$ cat src/verilog/vdft_pkg.sv
// Package for the display frame timing block: register map, field layout,
// reset values, state and format encodings, bus and timing carriers.
// Assumes a single 50 MHz clock; all users refer to items as vdft_pkg::name.
`default_nettype none

package vdft_pkg;

  // ****************************************
  // Register map (byte addresses)
  // ****************************************
  localparam int ADDR_W = 8;
  localparam logic [ADDR_W-1:0] OFS_DISPLAY_CONTROL = 8'h00;
  localparam logic [ADDR_W-1:0] OFS_DISPLAY_FRAME_SIZE = 8'h04;
  localparam logic [ADDR_W-1:0] OFS_DISPLAY_STATUS = 8'h08;

  // ****************************************
  // Field layout
  // ****************************************
  localparam int CNT_W = 12;
  localparam int FMT_W = 3;
  localparam int CTL_FMT_LSB = 0;
  localparam int CTL_RSVD_BIT = 3;
  localparam int CTL_FIRST_BIT = 4;
  localparam int CTL_SECOND_BIT = 5;
  localparam int CTL_WHOLE_BIT = 6;
  localparam int CTL_REPEAT_BIT = 7;
  localparam int CTL_ENABLE_BIT = 15;
  localparam int CTL_BLANK_DIS_BIT = 30;
  localparam int CTL_CHAN_RST_BIT = 31;
  localparam int SIZE_WIDTH_LSB = 0;
  localparam int SIZE_HEIGHT_LSB = 16;
  localparam int STAT_PIXEL_LSB = 0;
  localparam int STAT_LINE_LSB = 16;
  localparam int STAT_FIELD_BIT = 29;
  localparam int STAT_SHOWN_BIT = 30;
  localparam int STAT_BUSY_BIT = 31;

  // ****************************************
  // Reset and start values
  // ****************************************
  localparam logic [CNT_W-1:0] PIXEL_START = 12'h000;
  localparam logic [CNT_W-1:0] LINE_START = 12'h001;
  localparam logic [CNT_W-1:0] CNT_ONE = 12'h001;
  localparam logic [31:0] WORD_ZERO = 32'h0000_0000;

  // ****************************************
  // Encodings
  // ****************************************
  typedef enum logic [FMT_W-1:0] {
    FORMAT_8BIT_ITU = 3'h0,
    FORMAT_8BIT_UNFORMATTED = 3'h2,
    FORMAT_LUMA_CHROMA = 3'h4,
    FORMAT_16BIT_UNFORMATTED = 3'h6
  } vdft_format_e;

  typedef enum logic [1:0] {
    ST_IDLE = 2'b00,
    ST_RUN = 2'b01,
    ST_DONE = 2'b10
  } vdft_state_e;

  // ****************************************
  // Carriers
  // ****************************************
  typedef struct packed {
    logic [ADDR_W-1:0] addr;
    logic [31:0] wdata;
    logic wr;
    logic rd;
  } vdft_bus_req_s;

  typedef struct packed {
    logic fmt_8bit_itu;
    logic fmt_8bit_unformatted;
    logic fmt_luma_chroma;
    logic fmt_16bit_unformatted;
  } vdft_format_s;

  typedef struct packed {
    logic [CNT_W-1:0] pixel_position_counter;
    logic [CNT_W-1:0] line_position_counter;
    logic second_field;
    logic field_shown;
    logic frame_end;
    logic running;
  } vdft_timing_s;

endpackage

`default_nettype wire

$ cat src/verilog/vdft_frame_timing.sv
// Display channel frame timing: control and frame size registers, pixel and
// line position counters, field selection and one-shot or repeating display.
// Assumes a same-clock register master (one-cycle strobes, read data next
// cycle) and that the pixel rate is sys_clk gated by clk_en.
//
// Implementation choices: the plain strobed port and the register offsets.
`timescale 1ns/100ps
`default_nettype none

// Functional notes
// - Repeat bit set keeps frames displaying continuously
// - Whole-picture bit shows full frame, else not
// - Second-field bit shows field two, else skipped
// - First-field bit shows field one, else skipped
// - Control bit three reads zero, ignores writes
// - Format field selects ITU, raw8, luma-chroma, format_16bit_unformatted
// - Pixel counter runs zero to width minus one
// - Line counter runs one to programmed height
// - Size bits 27..16 hold lines per picture
// - Size bits 11..0 hold pixels per line
// - Size reserved bits read zero, ignore writes
module vdft_frame_timing (
  // Clock, reset, enable
  input wire logic sys_clk,
  input wire logic rst,
  input wire logic clk_en,
  // Register port
  input wire vdft_pkg::vdft_bus_req_s bus_req,
  output logic [31:0] bus_rdata,
  // Timing toward the encoder
  output vdft_pkg::vdft_timing_s timing,
  output vdft_pkg::vdft_format_s format_sel,
  output logic blanking_disable
);

  // ****************************************
  // Decode helpers
  // ****************************************
  // Used only by the registered format select flags, not the status word
  function automatic vdft_pkg::vdft_format_s decode_format(
    input logic [vdft_pkg::FMT_W-1:0] code
  );
    vdft_pkg::vdft_format_s f;
    f = '0;
    case (code)
      vdft_pkg::FORMAT_8BIT_ITU: f.fmt_8bit_itu = 1'b1;
      vdft_pkg::FORMAT_8BIT_UNFORMATTED: f.fmt_8bit_unformatted = 1'b1;
      vdft_pkg::FORMAT_LUMA_CHROMA: f.fmt_luma_chroma = 1'b1;
      vdft_pkg::FORMAT_16BIT_UNFORMATTED: f.fmt_16bit_unformatted = 1'b1;
      default: f = '0;
    endcase
    return f;
  endfunction

  function automatic logic addr_hit(
    input logic [vdft_pkg::ADDR_W-1:0] a,
    input logic [vdft_pkg::ADDR_W-1:0] ofs
  );
    return a == ofs;
  endfunction

  // ****************************************
  // Registers
  // ****************************************
  logic [vdft_pkg::FMT_W-1:0] format_q;
  logic show_first_field_q;
  logic show_second_field_q;
  logic show_whole_picture_q;
  logic repeat_display_enable_q;
  logic display_enable_bit_q;
  logic blanking_disable_bit_q;
  logic [vdft_pkg::CNT_W-1:0] pixels_per_line_q;
  logic [vdft_pkg::CNT_W-1:0] lines_per_picture_q;
  logic [vdft_pkg::CNT_W-1:0] pixel_q;
  logic [vdft_pkg::CNT_W-1:0] pixel_d;
  logic [vdft_pkg::CNT_W-1:0] line_q;
  logic [vdft_pkg::CNT_W-1:0] line_d;
  vdft_pkg::vdft_state_e state_q;
  vdft_pkg::vdft_state_e state_d;
  logic [31:0] rdata_q;
  logic [31:0] rdata_d;
  vdft_pkg::vdft_timing_s timing_q;
  vdft_pkg::vdft_timing_s timing_d;
  vdft_pkg::vdft_format_s format_sel_q;

  // ****************************************
  // Bus decode
  // ****************************************
  wire hit_ctl = addr_hit(bus_req.addr, vdft_pkg::OFS_DISPLAY_CONTROL);
  wire hit_size = addr_hit(bus_req.addr, vdft_pkg::OFS_DISPLAY_FRAME_SIZE);
  wire hit_stat = addr_hit(bus_req.addr, vdft_pkg::OFS_DISPLAY_STATUS);
  wire wr_ctl = bus_req.wr && hit_ctl;
  wire wr_size = bus_req.wr && hit_size;
  wire [31:0] wd = bus_req.wdata;
  // Channel reset is a self-clearing command, never stored
  wire chan_reset = wr_ctl && wd[vdft_pkg::CTL_CHAN_RST_BIT];

  // ****************************************
  // Write data fields
  // ****************************************
  // Reserved bits never reach a register
  wire [vdft_pkg::FMT_W-1:0] wd_format = wd[vdft_pkg::CTL_FMT_LSB +: vdft_pkg::FMT_W];
  wire wd_first = wd[vdft_pkg::CTL_FIRST_BIT];
  wire wd_second = wd[vdft_pkg::CTL_SECOND_BIT];
  wire wd_whole = wd[vdft_pkg::CTL_WHOLE_BIT];
  wire wd_repeat = wd[vdft_pkg::CTL_REPEAT_BIT];
  // Channel reset wins over an enable set in the same write
  wire wd_enable = wd[vdft_pkg::CTL_ENABLE_BIT] && !chan_reset;
  wire wd_blank_dis = wd[vdft_pkg::CTL_BLANK_DIS_BIT];
  wire [vdft_pkg::CNT_W-1:0] wd_width = wd[vdft_pkg::SIZE_WIDTH_LSB +: vdft_pkg::CNT_W];
  wire [vdft_pkg::CNT_W-1:0] wd_height = wd[vdft_pkg::SIZE_HEIGHT_LSB +: vdft_pkg::CNT_W];

  // ****************************************
  // Read words
  // ****************************************
  // Reserved bits are left at zero by construction
  wire [31:0] ctl_word = vdft_pkg::WORD_ZERO
    | (32'(format_q) << vdft_pkg::CTL_FMT_LSB)
    | (32'(show_first_field_q) << vdft_pkg::CTL_FIRST_BIT)
    | (32'(show_second_field_q) << vdft_pkg::CTL_SECOND_BIT)
    | (32'(show_whole_picture_q) << vdft_pkg::CTL_WHOLE_BIT)
    | (32'(repeat_display_enable_q) << vdft_pkg::CTL_REPEAT_BIT)
    | (32'(display_enable_bit_q) << vdft_pkg::CTL_ENABLE_BIT)
    | (32'(blanking_disable_bit_q) << vdft_pkg::CTL_BLANK_DIS_BIT);

  wire [31:0] size_word = vdft_pkg::WORD_ZERO
    | (32'(pixels_per_line_q) << vdft_pkg::SIZE_WIDTH_LSB)
    | (32'(lines_per_picture_q) << vdft_pkg::SIZE_HEIGHT_LSB);

  wire [31:0] stat_word = vdft_pkg::WORD_ZERO
    | (32'(pixel_q) << vdft_pkg::STAT_PIXEL_LSB)
    | (32'(line_q) << vdft_pkg::STAT_LINE_LSB)
    | (32'(timing_d.second_field) << vdft_pkg::STAT_FIELD_BIT)
    | (32'(timing_d.field_shown) << vdft_pkg::STAT_SHOWN_BIT)
    | (32'(state_q == vdft_pkg::ST_RUN) << vdft_pkg::STAT_BUSY_BIT);

  always_comb begin
    rdata_d = vdft_pkg::WORD_ZERO;
    if (bus_req.rd) begin
      if (hit_ctl) begin
        rdata_d = ctl_word;
      end else if (hit_size) begin
        rdata_d = size_word;
      end else if (hit_stat) begin
        rdata_d = stat_word;
      end
    end
  end

  // ****************************************
  // Counter wrap points
  // ****************************************
  // Width of zero wraps every pixel rather than running through 4096
  wire [vdft_pkg::CNT_W-1:0] pixel_last = (pixels_per_line_q == '0) ? '0 :
    pixels_per_line_q - vdft_pkg::CNT_ONE;
  wire pixel_wrap = pixel_q >= pixel_last;
  // Height below one behaves as a one-line picture
  wire line_wrap = line_q >= lines_per_picture_q;
  wire frame_wrap = pixel_wrap && line_wrap;

  // ****************************************
  // Field selection
  // ****************************************
  // Field two starts past the midpoint; an odd line goes to field one
  wire [vdft_pkg::CNT_W-1:0] half_lines =
    (lines_per_picture_q >> 1) + {{(vdft_pkg::CNT_W-1){1'b0}}, lines_per_picture_q[0]};
  wire in_second = line_q > half_lines;
  wire pick_second = show_second_field_q && in_second;
  wire pick_first = show_first_field_q && !in_second;
  wire field_selected = show_whole_picture_q || pick_second || pick_first;

  // ****************************************
  // Sequencer
  // ****************************************
  // RUN walks one picture unless repeat is set; DONE holds until the enable is dropped,
  // so a one-shot picture is not restarted by a stale enable.
  always_comb begin
    state_d = state_q;
    case (state_q)
      vdft_pkg::ST_IDLE: begin
        if (display_enable_bit_q) begin
          state_d = vdft_pkg::ST_RUN;
        end
      end
      vdft_pkg::ST_RUN: begin
        if (!display_enable_bit_q) begin
          state_d = vdft_pkg::ST_IDLE;
        end else if (frame_wrap && !repeat_display_enable_q) begin
          state_d = vdft_pkg::ST_DONE;
        end
      end
      vdft_pkg::ST_DONE: begin
        if (!display_enable_bit_q) begin
          state_d = vdft_pkg::ST_IDLE;
        end
      end
      default: state_d = vdft_pkg::ST_IDLE;
    endcase
    if (chan_reset) begin
      state_d = vdft_pkg::ST_IDLE;
    end
  end

  wire running = state_q == vdft_pkg::ST_RUN;

  // ****************************************
  // Position counters
  // ****************************************
  always_comb begin
    pixel_d = pixel_q;
    line_d = line_q;
    if (chan_reset || !running) begin
      pixel_d = vdft_pkg::PIXEL_START;
      line_d = vdft_pkg::LINE_START;
    end else if (pixel_wrap) begin
      pixel_d = vdft_pkg::PIXEL_START;
      line_d = line_wrap ? vdft_pkg::LINE_START : line_q + vdft_pkg::CNT_ONE;
    end else begin
      pixel_d = pixel_q + vdft_pkg::CNT_ONE;
    end
  end

  // ****************************************
  // Timing outputs
  // ****************************************
  always_comb begin
    timing_d = '0;
    timing_d.pixel_position_counter = pixel_q;
    timing_d.line_position_counter = line_q;
    timing_d.second_field = in_second;
    timing_d.field_shown = running && field_selected;
    timing_d.frame_end = running && frame_wrap;
    timing_d.running = running;
  end

  // ****************************************
  // Control register
  // ****************************************
  // Writes are taken as they come; holding the enable low while
  // changing the other fields is left to software.
  always_ff @(posedge sys_clk or posedge rst) begin
    if (rst) begin
      format_q <= vdft_pkg::FORMAT_8BIT_ITU;
    end else if (clk_en && wr_ctl) begin
      format_q <= wd_format;
    end
  end

  always_ff @(posedge sys_clk or posedge rst) begin
    if (rst) begin
      show_first_field_q <= 1'b0;
      show_second_field_q <= 1'b0;
      show_whole_picture_q <= 1'b0;
    end else if (clk_en && wr_ctl) begin
      show_first_field_q <= wd_first;
      show_second_field_q <= wd_second;
      show_whole_picture_q <= wd_whole;
    end
  end

  always_ff @(posedge sys_clk or posedge rst) begin
    if (rst) begin
      repeat_display_enable_q <= 1'b0;
      display_enable_bit_q <= 1'b0;
    end else if (clk_en && wr_ctl) begin
      repeat_display_enable_q <= wd_repeat;
      display_enable_bit_q <= wd_enable;
    end
  end

  // Blanking disable may legally change while the display runs
  always_ff @(posedge sys_clk or posedge rst) begin
    if (rst) begin
      blanking_disable_bit_q <= 1'b0;
    end else if (clk_en && wr_ctl) begin
      blanking_disable_bit_q <= wd_blank_dis;
    end
  end

  // ****************************************
  // Frame size register
  // ****************************************
  // Reserved size bits are simply not stored, so they read zero
  always_ff @(posedge sys_clk or posedge rst) begin
    if (rst) begin
      pixels_per_line_q <= '0;
      lines_per_picture_q <= '0;
    end else if (clk_en && wr_size) begin
      pixels_per_line_q <= wd_width;
      lines_per_picture_q <= wd_height;
    end
  end

  // ****************************************
  // Sequencer and counter state
  // ****************************************
  // State and counters share clk_en so they can never drift apart
  always_ff @(posedge sys_clk or posedge rst) begin
    if (rst) begin
      state_q <= vdft_pkg::ST_IDLE;
      pixel_q <= vdft_pkg::PIXEL_START;
      line_q <= vdft_pkg::LINE_START;
    end else if (clk_en) begin
      state_q <= state_d;
      pixel_q <= pixel_d;
      line_q <= line_d;
    end
  end

  // ****************************************
  // Output and read-data flops
  // ****************************************
  always_ff @(posedge sys_clk or posedge rst) begin
    if (rst) begin
      rdata_q <= vdft_pkg::WORD_ZERO;
    end else if (clk_en) begin
      rdata_q <= rdata_d;
    end
  end

  // One stage toward the encoder; positions lag the counters a cycle
  always_ff @(posedge sys_clk or posedge rst) begin
    if (rst) begin
      timing_q <= '0;
    end else if (clk_en) begin
      timing_q <= timing_d;
    end
  end

  // Registered so the encoder sees clean levels: one-hot, or all zero for codes 1, 3, 5 and 7
  always_ff @(posedge sys_clk or posedge rst) begin
    if (rst) begin
      format_sel_q <= '0;
    end else if (clk_en) begin
      format_sel_q <= decode_format(format_q);
    end
  end

  assign bus_rdata = rdata_q;
  assign timing = timing_q;
  assign format_sel = format_sel_q;
  assign blanking_disable = blanking_disable_bit_q;

endmodule // vdft_frame_timing

`default_nettype wire

$ cat config.mk
export PLATFORM = sky130hd
export DESIGN_NAME = vdft_frame_timing
export DESIGN_NICKNAME = d
export VERILOG_FILES = /design/src/verilog/vdft_pkg.sv /design/src/verilog/vdft_frame_timing.sv
export SDC_FILE = /design/constraint.sdc
export NUM_CORES = 1
export LEC_CHECK = 0
export ABC_CLOCK_PERIOD_IN_PS = 5690
export BUFFER_PORTS_ARGS = -buffer_cell sky130_fd_sc_hd__buf_2
export CELL_PAD_IN_SITES_DETAIL_PLACEMENT = 1
export CELL_PAD_IN_SITES_GLOBAL_PLACEMENT = 2
export CORE_UTILIZATION = 36
export DETAILED_ROUTE_END_ITERATION = 16
export GPL_TIMING_DRIVEN = 1
export PLACE_DENSITY = 0.92
export SKIP_LAST_GASP = 1
export SYNTH_ARGS = -nofsm -noshare
export SYNTH_HDL_FRONTEND = slang
export SYNTH_SLANG_ARGS = --single-unit
$ cat constraint.sdc
create_clock -name sys_clk -period 5.69 [get_ports sys_clk]
set_input_delay 1.138 -clock sys_clk [delete_from_list [all_inputs] [get_ports sys_clk]]
set_output_delay 1.138 -clock sys_clk [all_outputs]
set_load 0.01 [all_outputs]
* Yosys cells after proc, flatten, opt, wreduce, memory -nomap -nowiden
Index checks and enable logic that the tools add are counted.
** Word-level totals
- Bits in registers :: 123
- Bits of input ports :: 45
- Word-level logic and storage cells :: 97
** Cells by class
- Add/sub/neg operators :: 4
- $lt $le $gt $ge :: 3
- Eq/ne operators :: 10
- Muxes and demuxes :: 20
- Bitwise gates (word level) :: 11
- Reduce and logical (&&, ||, !) cells :: 26
** Operators with widths (count)
- two-way mux 32 bit :: 4
- two-way mux 12 bit :: 6
- OR 12 x 28 -> 28 bit :: 2
- OR 31 x 32 -> 32 bit :: 1
- OR 16 x 31 -> 31 bit :: 1
- OR 30 x 31 -> 31 bit :: 1
- OR 28 x 30 -> 30 bit :: 1
- adder 12 x 1 -> 12 bit, second input constant :: 2
- >= comparator 12 bit :: 2
- OR 8 x 16 -> 16 bit :: 1
- adder 11 x 1 -> 12 bit :: 1
- > comparator 12 bit :: 1
- logical AND 1 bit :: 12
- zero test 12 bit :: 1
- subtractor 12 x 1 -> 12 bit, second input constant :: 1
- two-way mux 2 bit :: 5
- == test 8 x 3 -> 1 bit, second input constant :: 1
- == test 8 x 4 -> 1 bit, second input constant :: 1
- zero test 8 bit :: 1
- OR 7 x 8 -> 8 bit :: 1
- OR 6 x 7 -> 7 bit :: 1
- == test 3 bit, second input constant :: 2
- != test 3 bit, second input constant :: 2
- OR 5 x 6 -> 6 bit :: 1
- 14 further kinds :: 22

* Logic depth before layout (Yosys ltp)
Gate-level depths: netlist of run 1.
- Depth in word-level cells :: 12
- Gate-level depth with buffers :: 14

* Worst setup path before layout of run 1
No wires, ideal clock.
- Kind :: register -> register
- Start point :: reg pixels_per_line_q[7] (netlist bit)
- End point :: reg line_q[8] (netlist bit)
- Arrival :: 3.191 ns
- Required time :: 5.556 ns
- Path slack :: 2.364 ns
- Stages on the path, launching flop included :: 13
- Buffers on the path :: 1
- Clock period less this slack :: 3.326 ns
- Path through :: dfrtp_1 -> or4_1 -> nor3_1 -> xor2_1 -> nand2_1 -> ha_1 -> nand4_1 -> or4_4 -> o21ai_2 -> nor2_1 -> buf_2 -> o41ai_1 -> a21oi_1
** On the way
- Cells in the longest elaborated chain, start to end :: 5
** Ends and longest elaborated chain
- start, declared :: line vdft_frame_timing.sv:72 : logic [vdft_pkg::CNT_W-1:0] pixels_per_line_q;
- start signal, assigned :: line vdft_frame_timing.sv:289 : pixels_per_line_q <= wd_width;
- subtractor 12 x 1 -> 12 bit or zero test 12 bit (tied branches) :: line vdft_frame_timing.sv:155, vdft_frame_timing.sv:154
- two-way mux 12 bit (*) :: line vdft_frame_timing.sv:154 : wire [vdft_pkg::CNT_W-1:0] pixel_last = (pixels_per_line_q == '0) ? '0 :
- >= comparator 12 bit (*) :: line vdft_frame_timing.sv:156 : wire pixel_wrap = pixel_q >= pixel_last;
- nonzero test 2 bit (no line) (*)
- AND reduction 2 bit (no line) (*)
- end signal, assigned :: line vdft_frame_timing.sv:302 : line_q <= vdft_pkg::LINE_START;
- end signal, assigned :: line vdft_frame_timing.sv:306 : line_q <= line_d;
- end, declared :: line vdft_frame_timing.sv:76 : logic [vdft_pkg::CNT_W-1:0] line_q;
Mark *: on every way between the ends. The rest lies on a longest branch, timed or not.
A chain may end at the register's enable or synchronous reset.

* Worst setup path in the final report of run 1
- Start point :: reg pixels_per_line_q[9] (netlist bit)
- End point :: reg line_q[3] (netlist bit)
The elaborated chain is that of the path after synthesis.

==> results.md, run 1 <==
- Post-CTS timing repair inserted 0 buffers for setup.
- After floorplanning, the core was divided into 48 placement rows.
- Once the floorplan was initialized, standard cells occupied 37.2% of the core.
- The share of total power dissipated in sequential elements is 40.7%.
- The startpoint type of the worst setup path is a flop.
- The setup slack on the worst flop-to-flop path is 1.65 ns.
- For this run, the leading register cell type out of synthesis is dfrtp_1.
- In this run the power density over the cells is 279 mW/mm^2.
- The largest fanout on the critical path is 12.
- The internal power is 1.59 mW.
- The number of buffers on the longest clock path is 2.
- For this run the aggregate overflow at the end of global routing stands at 0.
- By startpoint and endpoint, the worst setup path is classified as reg2reg.
- In the layout the commonest cells are dfrtp_1 (118), buf_2 (100), mux2_2 (53).
- The number of unique standard cell types used by synthesis is 59.
- The area occupied by multi-input gates is 0.00326 sq mm.
- The average vias per placed instance is 5.56.
- For the worst setup path, the data required time is 6.03 ns.
- The post-detailed-route DRC marker count is 0.
- The maximum vdd drop is 0.000227 V.
- At the end of routability-driven placement, the weighted congestion stood at 0.868.
- The total count of max-transition violations in the final report is 0.
- The number of synthesized register bits is 119.
- The number of port buffers is 100.
- In the global route stage, overall resource usage came out at 22.2%.
- The area overhead of the layout relative to synthesis is 19.4%.
- The vertical extent of the die is 136 um.
- Per report_power, the combinational group accounts for 10.8% of the total.
- The die covers 0.0186 sq mm.
- The worst min-delay path startpoint is format_sel[0].
- The fraction of registers with async set or reset after synthesis is 100%.
- Summed over all cells, the static leakage comes to 3.91 nW.
- 0 antenna diodes ended up in the layout.
- The worst setup path is captured at a flop.
- The flow ran to the end, and the final reports show no timing, DRC or antenna violations.
- The placeable core region is 0.0175 sq mm.
- For the pin with the worst max-slew slack, the measured transition is 0.999 ns.
- The commonest non-fill, non-tap cell in the layout is dfrtp_1.
- The CTS H-tree depth is 4.
- The data arrival time at the worst-slack endpoint is 4.37 ns.
- The clock-pin slew of the registers on the worst-case setup and hold paths is 0.06 ns.
- The wire-length estimate of the detail-placed layout is 13600 um.
- The fraction of final layout cells sized beyond drive strength 1 is 27.0%.
- After synthesis, flip-flops and latches occupy 45.9% of the total area.
- The count of nets left with antenna violations after detail routing is 0.
- The x dimension of the die is 136 um.
- Across all layers, the routed design uses 5322 vias.
- The number of detailed-route iterations in the first pass is 4.
- The headroom to the max-slew limit is 33.3%.
- For the worst-skew pair, the clock arrives at the later sink with an insertion delay of 0.43 ns.
- A synthesized cell averages 10.4 sq um.
- The initial antenna violation count came to 0.
- Setup violations remaining at the end of the flow were counted as 0.
- The hold buffer count at cts is 0.
- The finished cells cover 0.00776 sq mm.
- The synthesized netlist occupies a cell area of 0.00649 sq mm.
- The highest clock frequency the design can meet is 248 MHz.
- The relative contribution of the clock network to total power is 48.5%.
- For this block, the initial DRC count from the detailed router was 262.
- The area taken by flip-flops and latches is 0.00298 sq mm.
- For this design the top-level I/O count stands at 110.
- The endpoint identified for the worst register-to-register timing path is line_q[3].
- The TritonCTS clock tree is built.
- Counting instances, the worst hold path has a depth of 1.
- The number of global-route vias before repair is 5884.
- The instance area at placement is 0.00719 sq mm.
- The number of enable-type register cells in the synthesized netlist is 0.
- In this run the critical register-to-register path is launched from pixels_per_line_q[9].
- Synthesis produced 622 cells.
- The filler cell count is 1978.
- Total power for the finished layout comes to 2.17 mW.
- For hold timing, the worst endpoint is format_sel[0].
- The clock net in this run drives a total of 119 sinks.
- The final hold violation count came to 0.
- Clock skew on the completed layout was measured at 0.0133 ns.
- The detailed-route wire length is 18800 um.
- The class of the most critical hold timing path is reg2reg.
- The number of clock buffers added by TritonCTS is 17.
- The minimum period implied by the final worst setup slack is 4.04 ns.
- The first-pass GRT wire length is 31200 um.
- Setup repair after global routing left no endpoint under its margin.
- Max-cap violations in this run came to 0.
- The number of gates resized after CTS was 0.
- The depth of the most critical reg-to-reg path is 11.
- For this run, the post-layout net count is 807.
- The yosys synthesis warning count is 0.
- The share of the cycle needed by the critical path after routing is 70.9%.
- In the final routed layout, each cell accounts on average for 19.6 um.
- Of the total power, the share spent switching nets is 26.7%.
- After routing, the total negative slack on setup checks comes to 0 ns.
- Clock tree synthesis selected as its root buffer the cell clkbuf_16.
- The maximum number of pins on one net before global-route repair is 74.
- The power dissipated by switching net loads is 579 uW.
## final cells by class
cell class / count / area share (%)
clock buffer: 19 / 5.58
sequential: 119 / 38.4
multi-input combinational: 440 / 42.0
inverter: 38 / 1.87
tap: 225 / 3.63
clock inverter: 13 / 1.69
timing repair buffer: 104 / 6.84
## worst max-delay path by stage
stage | start | end | slack [ns] | cells past startpoint
2_1_floorplan | rst | blanking_disable | 1.40 | 1
6_report | pixels_per_line_q[9] | line_q[3] | 1.65 | 11
3_3_place_gp | pixels_per_line_q[9] | line_q[9] | 1.87 | 11
3_5_place_dp | pixels_per_line_q[9] | line_q[3] | 1.70 | 11
5_1_grt | pixels_per_line_q[3] | line_q[4] | 1.31 | 12
4_1_cts | pixels_per_line_q[9] | pixel_q[0] | 1.66 | 11
## power groups by stage
stage	Combinational [mW]	Clock (mW)	Sequential [mW]
2_1_floorplan	0.159	0	0.893
3_3_place_gp	0.219	0	0.896
3_5_place_dp	0.233	0	0.897
4_1_cts	0.236	1.07	0.883
5_1_grt	0.262	1.11	0.885
6_report	0.233	1.05	0.883
## worst max-delay path: stages, from the launching register on
cell and delay (ns):
dfrtp_1 0.44, or4_1 0.60, nor2_1 0.12, nand4b_1 0.42
nand2_1 0.20, ha_1 0.26, a21o_1 0.18, a21o_1 0.21
a2111o_1 0.45, nor2_1 0.69, o31ai_1 0.19, a21oi_1 0.18
## sequential cells by signal, summed over array words and instances (netlist names), 2 cells and up
name                 count
pixel_q                 12
line_q                  12
state_q                  2
format_sel               4
lines_per_picture_q     12
bus_rdata               28
format_q                 3
timing                  28
pixels_per_line_q       12
## metal layers
layer  global-route usage (%)  up-vias  share of wire, %
li1                         -     2430                 -
met1                     26.9     2722                43
met2                     38.4      136                51
met3                     4.85       34               3.8
met4                     8.27        0               2.2
met5                        0        -                 0
## cell usage after synthesis (3+ instances only)
library cell,n,area (sq um)
dfrtp_1,118,2950
o31ai_1,5,37.5
ha_1,42,526
o2111ai_1,5,43.8
mux2_2,53,597
a221o_1,3,30.0
nor2_1,35,131
xor2_1,11,96.3
nand2b_1,9,56.3
and4_1,4,35.0
o2bb2ai_1,7,61.3
nor2b_1,10,62.6
buf_4,4,30.0
a21o_1,23,173
nand4_1,15,93.8
a22o_1,13,114
clkbuf_1,19,71.3
xnor2_1,17,149
a21oi_1,23,115
or3_1,5,31.3
nor3_1,13,65.1
nand4b_1,4,35.0
mux2i_1,3,30.0
o21ai_0,32,160
nand2_1,50,188
o21a_1,3,22.5
nor4_1,4,25.0
inv_1,38,143
nand3_1,14,70.1
or4_1,3,22.5
## per-stage QoR
step                      util (%)  hold WS [ns]  cells  setup slack (ns)
after floorplan                  -         0.466    625              1.40
after global placement        41.2         0.474    926              1.87
after detailed placement      41.2         0.476    926              1.70
after CTS                     44.4         0.486    958              1.66
after global routing          44.4         0.499    958              1.31
final                         44.4         0.489    958              1.65
## logic make-up (layout without fill, tap and decap cells)
logic type                 after synthesis  in the layout  share of synthesized area (%)
and+or+nand+nor                        175            175                           13.6
other                                    1              4                         0.0577
AOI/OAI and AO/OA                      135            135                           14.7
adders and majority gates               42             42                           8.09
buffers and inverters                   66            174                           4.20
muxes                                   56             56                           9.65
xor gates and xnor gates                28             28                           3.78
DFF                                    119            119                           45.9
No activity file was read; power rests on OpenSTA's default activity.
==> run 2: changes to the inputs <==
- ABC_AREA: not set -> 1
- ABC_CLOCK_PERIOD_IN_PS: 5690 -> 3640
- CORE_UTILIZATION: 36 -> 30
- PLACE_DENSITY: 0.92 -> 0.88
- clock period: 5.69 -> 3.64 ns (I/O delays scaled with it)
==> results.md, run 2 <==
- The total count of max-transition violations in the final report is 0 (unchanged).
- The via count was 6075 (+14%).
- The residual overflow from global routing is 0 (unchanged).
- By instance count, the leading cell after synthesis is nand2_1.
- The total of endpoints with negative setup slack in the final report was 0 (unchanged).
- The count of max-cap constraint violations is 0 (unchanged).
- The antenna diode count is 0 (unchanged).
- The startpoint identified for the worst register-to-register timing path is lines_per_picture_q[0].
- The commonest cells after synthesis are nand2_1 (226), dfrtp_1 (118), inv_1 (94), o21ai_0 (74), nor2_1 (58).
- The total power after layout was 3.99 mW (+84%).
- The most used flip-flop cell after synthesis is dfrtp_1.
- The maximum vdd drop is 0.000235 V (+3.5%).
- The number of buffers on the longest clock path came to 2 (unchanged).
- The setup slack on the worst flop-to-flop path is 0.45 ns (-1.20 ns).
- The required time of the critical path is 3.96 ns (-2.07 ns).
- The final worst clock skew is 0.00829 ns (-0.00506 ns).
- The post-synthesis instance total was 845 (+36%).
- The number of unique standard cell types used by synthesis was 48 (-19%).
- The buffer cell driving the clock tree root is clkbuf_16.
- The count of nets left with antenna violations after detail routing was 0 (unchanged).
- The fraction of registers with async set or reset after synthesis was 100% (unchanged).
- The cell type with the largest total area after synthesis is dfrtp_1.
- The depth of the most critical reg-to-reg path was 19 (+8).
- The initial core utilization was 31.0% (-6.2 points).
- The number of global-route vias before repair was 6423 (+9.2%).
- The minimum period implied by the final worst setup slack is 3.19 ns (-0.848 ns).
- The area overhead of the layout relative to synthesis is 20.6%.
- The I/O pin count is 110 (unchanged).
- The x dimension of the die is 153 um (+12%).
- The number of synthesized register bits is 119 (unchanged).
- The source-to-sink clock delay at the later pin of the worst-skew pair is 0.43 ns (about the same).
- The number of detailed-route iterations in the first pass is 4 (unchanged).
- The mean post-synth cell area is 8.10 sq um (-22%).
- The transition at the pin with the smallest max-transition slack is 0.961 ns (-0.0379 ns).
- The largest fanout on the critical path is 4 (-8).
- The count of cells resized by post-cts repair is 0 (unchanged).
- The data arrival time at the worst-slack endpoint was 3.51 ns (-0.86 ns).
- The yosys synthesis warning count is 0 (unchanged).
- The post-CTS setup repair buffer count came to 0 (unchanged).
- The total negative slack is 0 ns (unchanged).
- The first-pass GRT wire length is 34800 um (+12%).
- The flow ran to the end, and the final reports show no timing, DRC or antenna violations.
- After synthesis, the cell types taking the most area are dfrtp_1 (43%), nand2_1 (12%), ha_1 (7.7%), o21ai_0 (5.4%), inv_1 (5.2%).
- The library cells used most frequently in the layout, excluding fill and tap cells, are nand2_1 (226), dfrtp_1 (118), buf_2 (100).
- The DRC marker count from the first detailed-route iteration came to 342 (+31%).
- The final cell count without fillers is 1236 (+29%).
- The headroom to the max-slew limit is 35.8% (+2.5 points).
- The vertical extent of the die is 153 um (+12%).
- The overall global routing resource usage came to 19.1% (-3.1 points).
- The share of the yosys chip area belonging to registers is 43.5% (-2.3 points).
- The post-detailed-route DRC marker count was 0 (unchanged).
- The final hold violation count is 0 (unchanged).
- The worst setup slack before clock tree synthesis is 0.461 ns (-1.24 ns).
- The maximum number of pins on one net before global-route repair came to 120 (+62%).
- The share of the cycle needed by the critical path after routing came to 87.6% (+17 points).
- The placeable core region is 0.0221 sq mm (+26%).
- The TritonCTS buffer count was 17 (unchanged).
- The detailed-route wire length was 21100 um (+12%).
- The highest clock frequency the design can meet is 314 MHz (+27%).
- The power density relative to cell area is 484 mW/mm^2 (+73%).
- The routed wirelength normalized by instance count is 17.1 um (-13%).
- The weighted congestion at the end of routability-driven global placement is 0.841 (-3.1%).
- The average vias per placed instance came to 4.92 (-12%).
- The TritonCTS clock tree is built.
- The leakage power total is 4.40 nW (+13%).
- The final setup slack of the worst path is 0.452 ns (-1.20 ns).
- The number of rows in the core area is 54 (+13%).
- The final HPWL from detailed placement is 15500 um (+13%).
- The number of enable-type register cells in the synthesized netlist is 0 (unchanged).
- The number of port buffers is 100 (unchanged).
- The worst setup path is of the reg2reg kind.
- The number of nets in the layout is 1030 (+28%).
- The fraction of final layout cells sized beyond drive strength 1 is 19.0% (-8.0 points).
- The number of placed cells counting well taps is 1204 (+30%).
- The clock-pin slew of the registers on the worst-case setup and hold paths is 0.06 ns (about the same).
- The startpoint type of the worst setup path is a flop.
- The initial antenna violation count is 0 (unchanged).
- The hold buffer count at cts is 0 (unchanged).
- Leaving out fill and tap cells, the most frequent cell in the layout is nand2_1.
- The class of the most critical hold timing path is in2async.
- The worst setup path is captured at a flop.
- The fraction of post-synthesis cell area in the top cell type by area is 43.2% (-2.3 points).
- The post-synthesis cell area is 0.00684 sq mm (+5.3%).
- The CTS H-tree depth is 4 (unchanged).
- The clock sink total is 119 (unchanged).
- Setup repair after global routing left no endpoint under its margin.
- The area of the die was 0.0234 sq mm (+26%).
- The worst reg2reg path endpoint is timing[2].
[run 2: changes by cell type in the layout (fill, tap and decap cells not counted), moves of 18 or more]
cell | before | now
nor2_1 | 34 | 58
nand2_1 | 50 | 226
mux2_2 | 53 | 2
a21o_1 | 23 | 2
o21ai_0 | 32 | 74
a21oi_1 | 23 | 41
nand3_1 | 14 | 32
inv_1 | 37 | 93
[run 2: final cells by class]
class,count,area [sq um]
fill,2712,13800
timing repair buffer,106,558
sequential,119,2980
inverter,98,377
clock buffer,18,439
clock inverter,14,220
tap,280,350
multi-input combinational,601,3330
[run 2: metal layers]
| layer | share of wire, % | global-route usage, % | vias to the layer above | wire [um] |
|---|---|---|---|---|
| li1 | - | - | 2951 | - |
| met1 | 50 | 26.6 | 2968 | 10500 |
| met2 | 44 | 29.8 | 125 | 9400 |
| met3 | 3.8 | 3.15 | 31 | 812 |
| met4 | 2.1 | 7.22 | 0 | 452 |
| met5 | 0 | 0 | - | 0 |
[run 2: worst max path at each step]
stage | endpoint | start | cells past startpoint
finish | timing[2] | lines_per_picture_q[0] | 19
global route | bus_rdata[30] | lines_per_picture_q[0] | 19
CTS | timing[2] | lines_per_picture_q[0] | 19
detailed placement | timing[2] | lines_per_picture_q[0] | 19
global placement | timing[2] | lines_per_picture_q[0] | 19
floorplan | bus_rdata[30] | lines_per_picture_q[0] | 19
[run 2: cells by family after synthesis]
family | after synthesis | synth area share [%]
simple gates | 373 | 24.3
xor+xnor | 22 | 2.82
buf+inv | 128 | 8.01
other cells | 1 | 0.0548
fa+ha+maj | 42 | 7.68
flops | 119 | 43.5
compound gates | 158 | 13.3
mux | 2 | 0.329
[run 2: metrics by stage]
step                      util (%)  hold WS [ns]  instance area (sq um)
after floorplan                  -         0.469                   6860
after global placement        34.4         0.455                   7590
after detailed placement      34.4         0.465                   7590
after CTS                     37.3         0.481                   8250
after global routing          37.3         0.498                   8250
final                         37.3         0.456                   8250
[run 2: worst max-delay path, stage by stage, from the launching register on]
cell and delay [ns]:
dfrtp_1 0.41, ha_1 0.20, ha_1 0.19, nand3_1 0.12, nor2_1 0.14, nand2_1 0.10
nor3_1 0.27, nand3_1 0.17, xor2_1 0.18, ha_1 0.27, nand2_1 0.06, nor2_1 0.23
and2_1 0.17, nand2_1 0.05, nand3_1 0.09, nand2_1 0.10, nand2_1 0.07, nand3_1 0.10
nand2_1 0.08, nand2_1 0.05
[run 2: where the power goes]
part	leakage, nW	switching [mW]	internal (mW)
clock network	0.322	0.674	1.24
logic	2.52	0.396	0.183
registers	1.56	0.0902	1.41
total	4.40	1.16	2.83
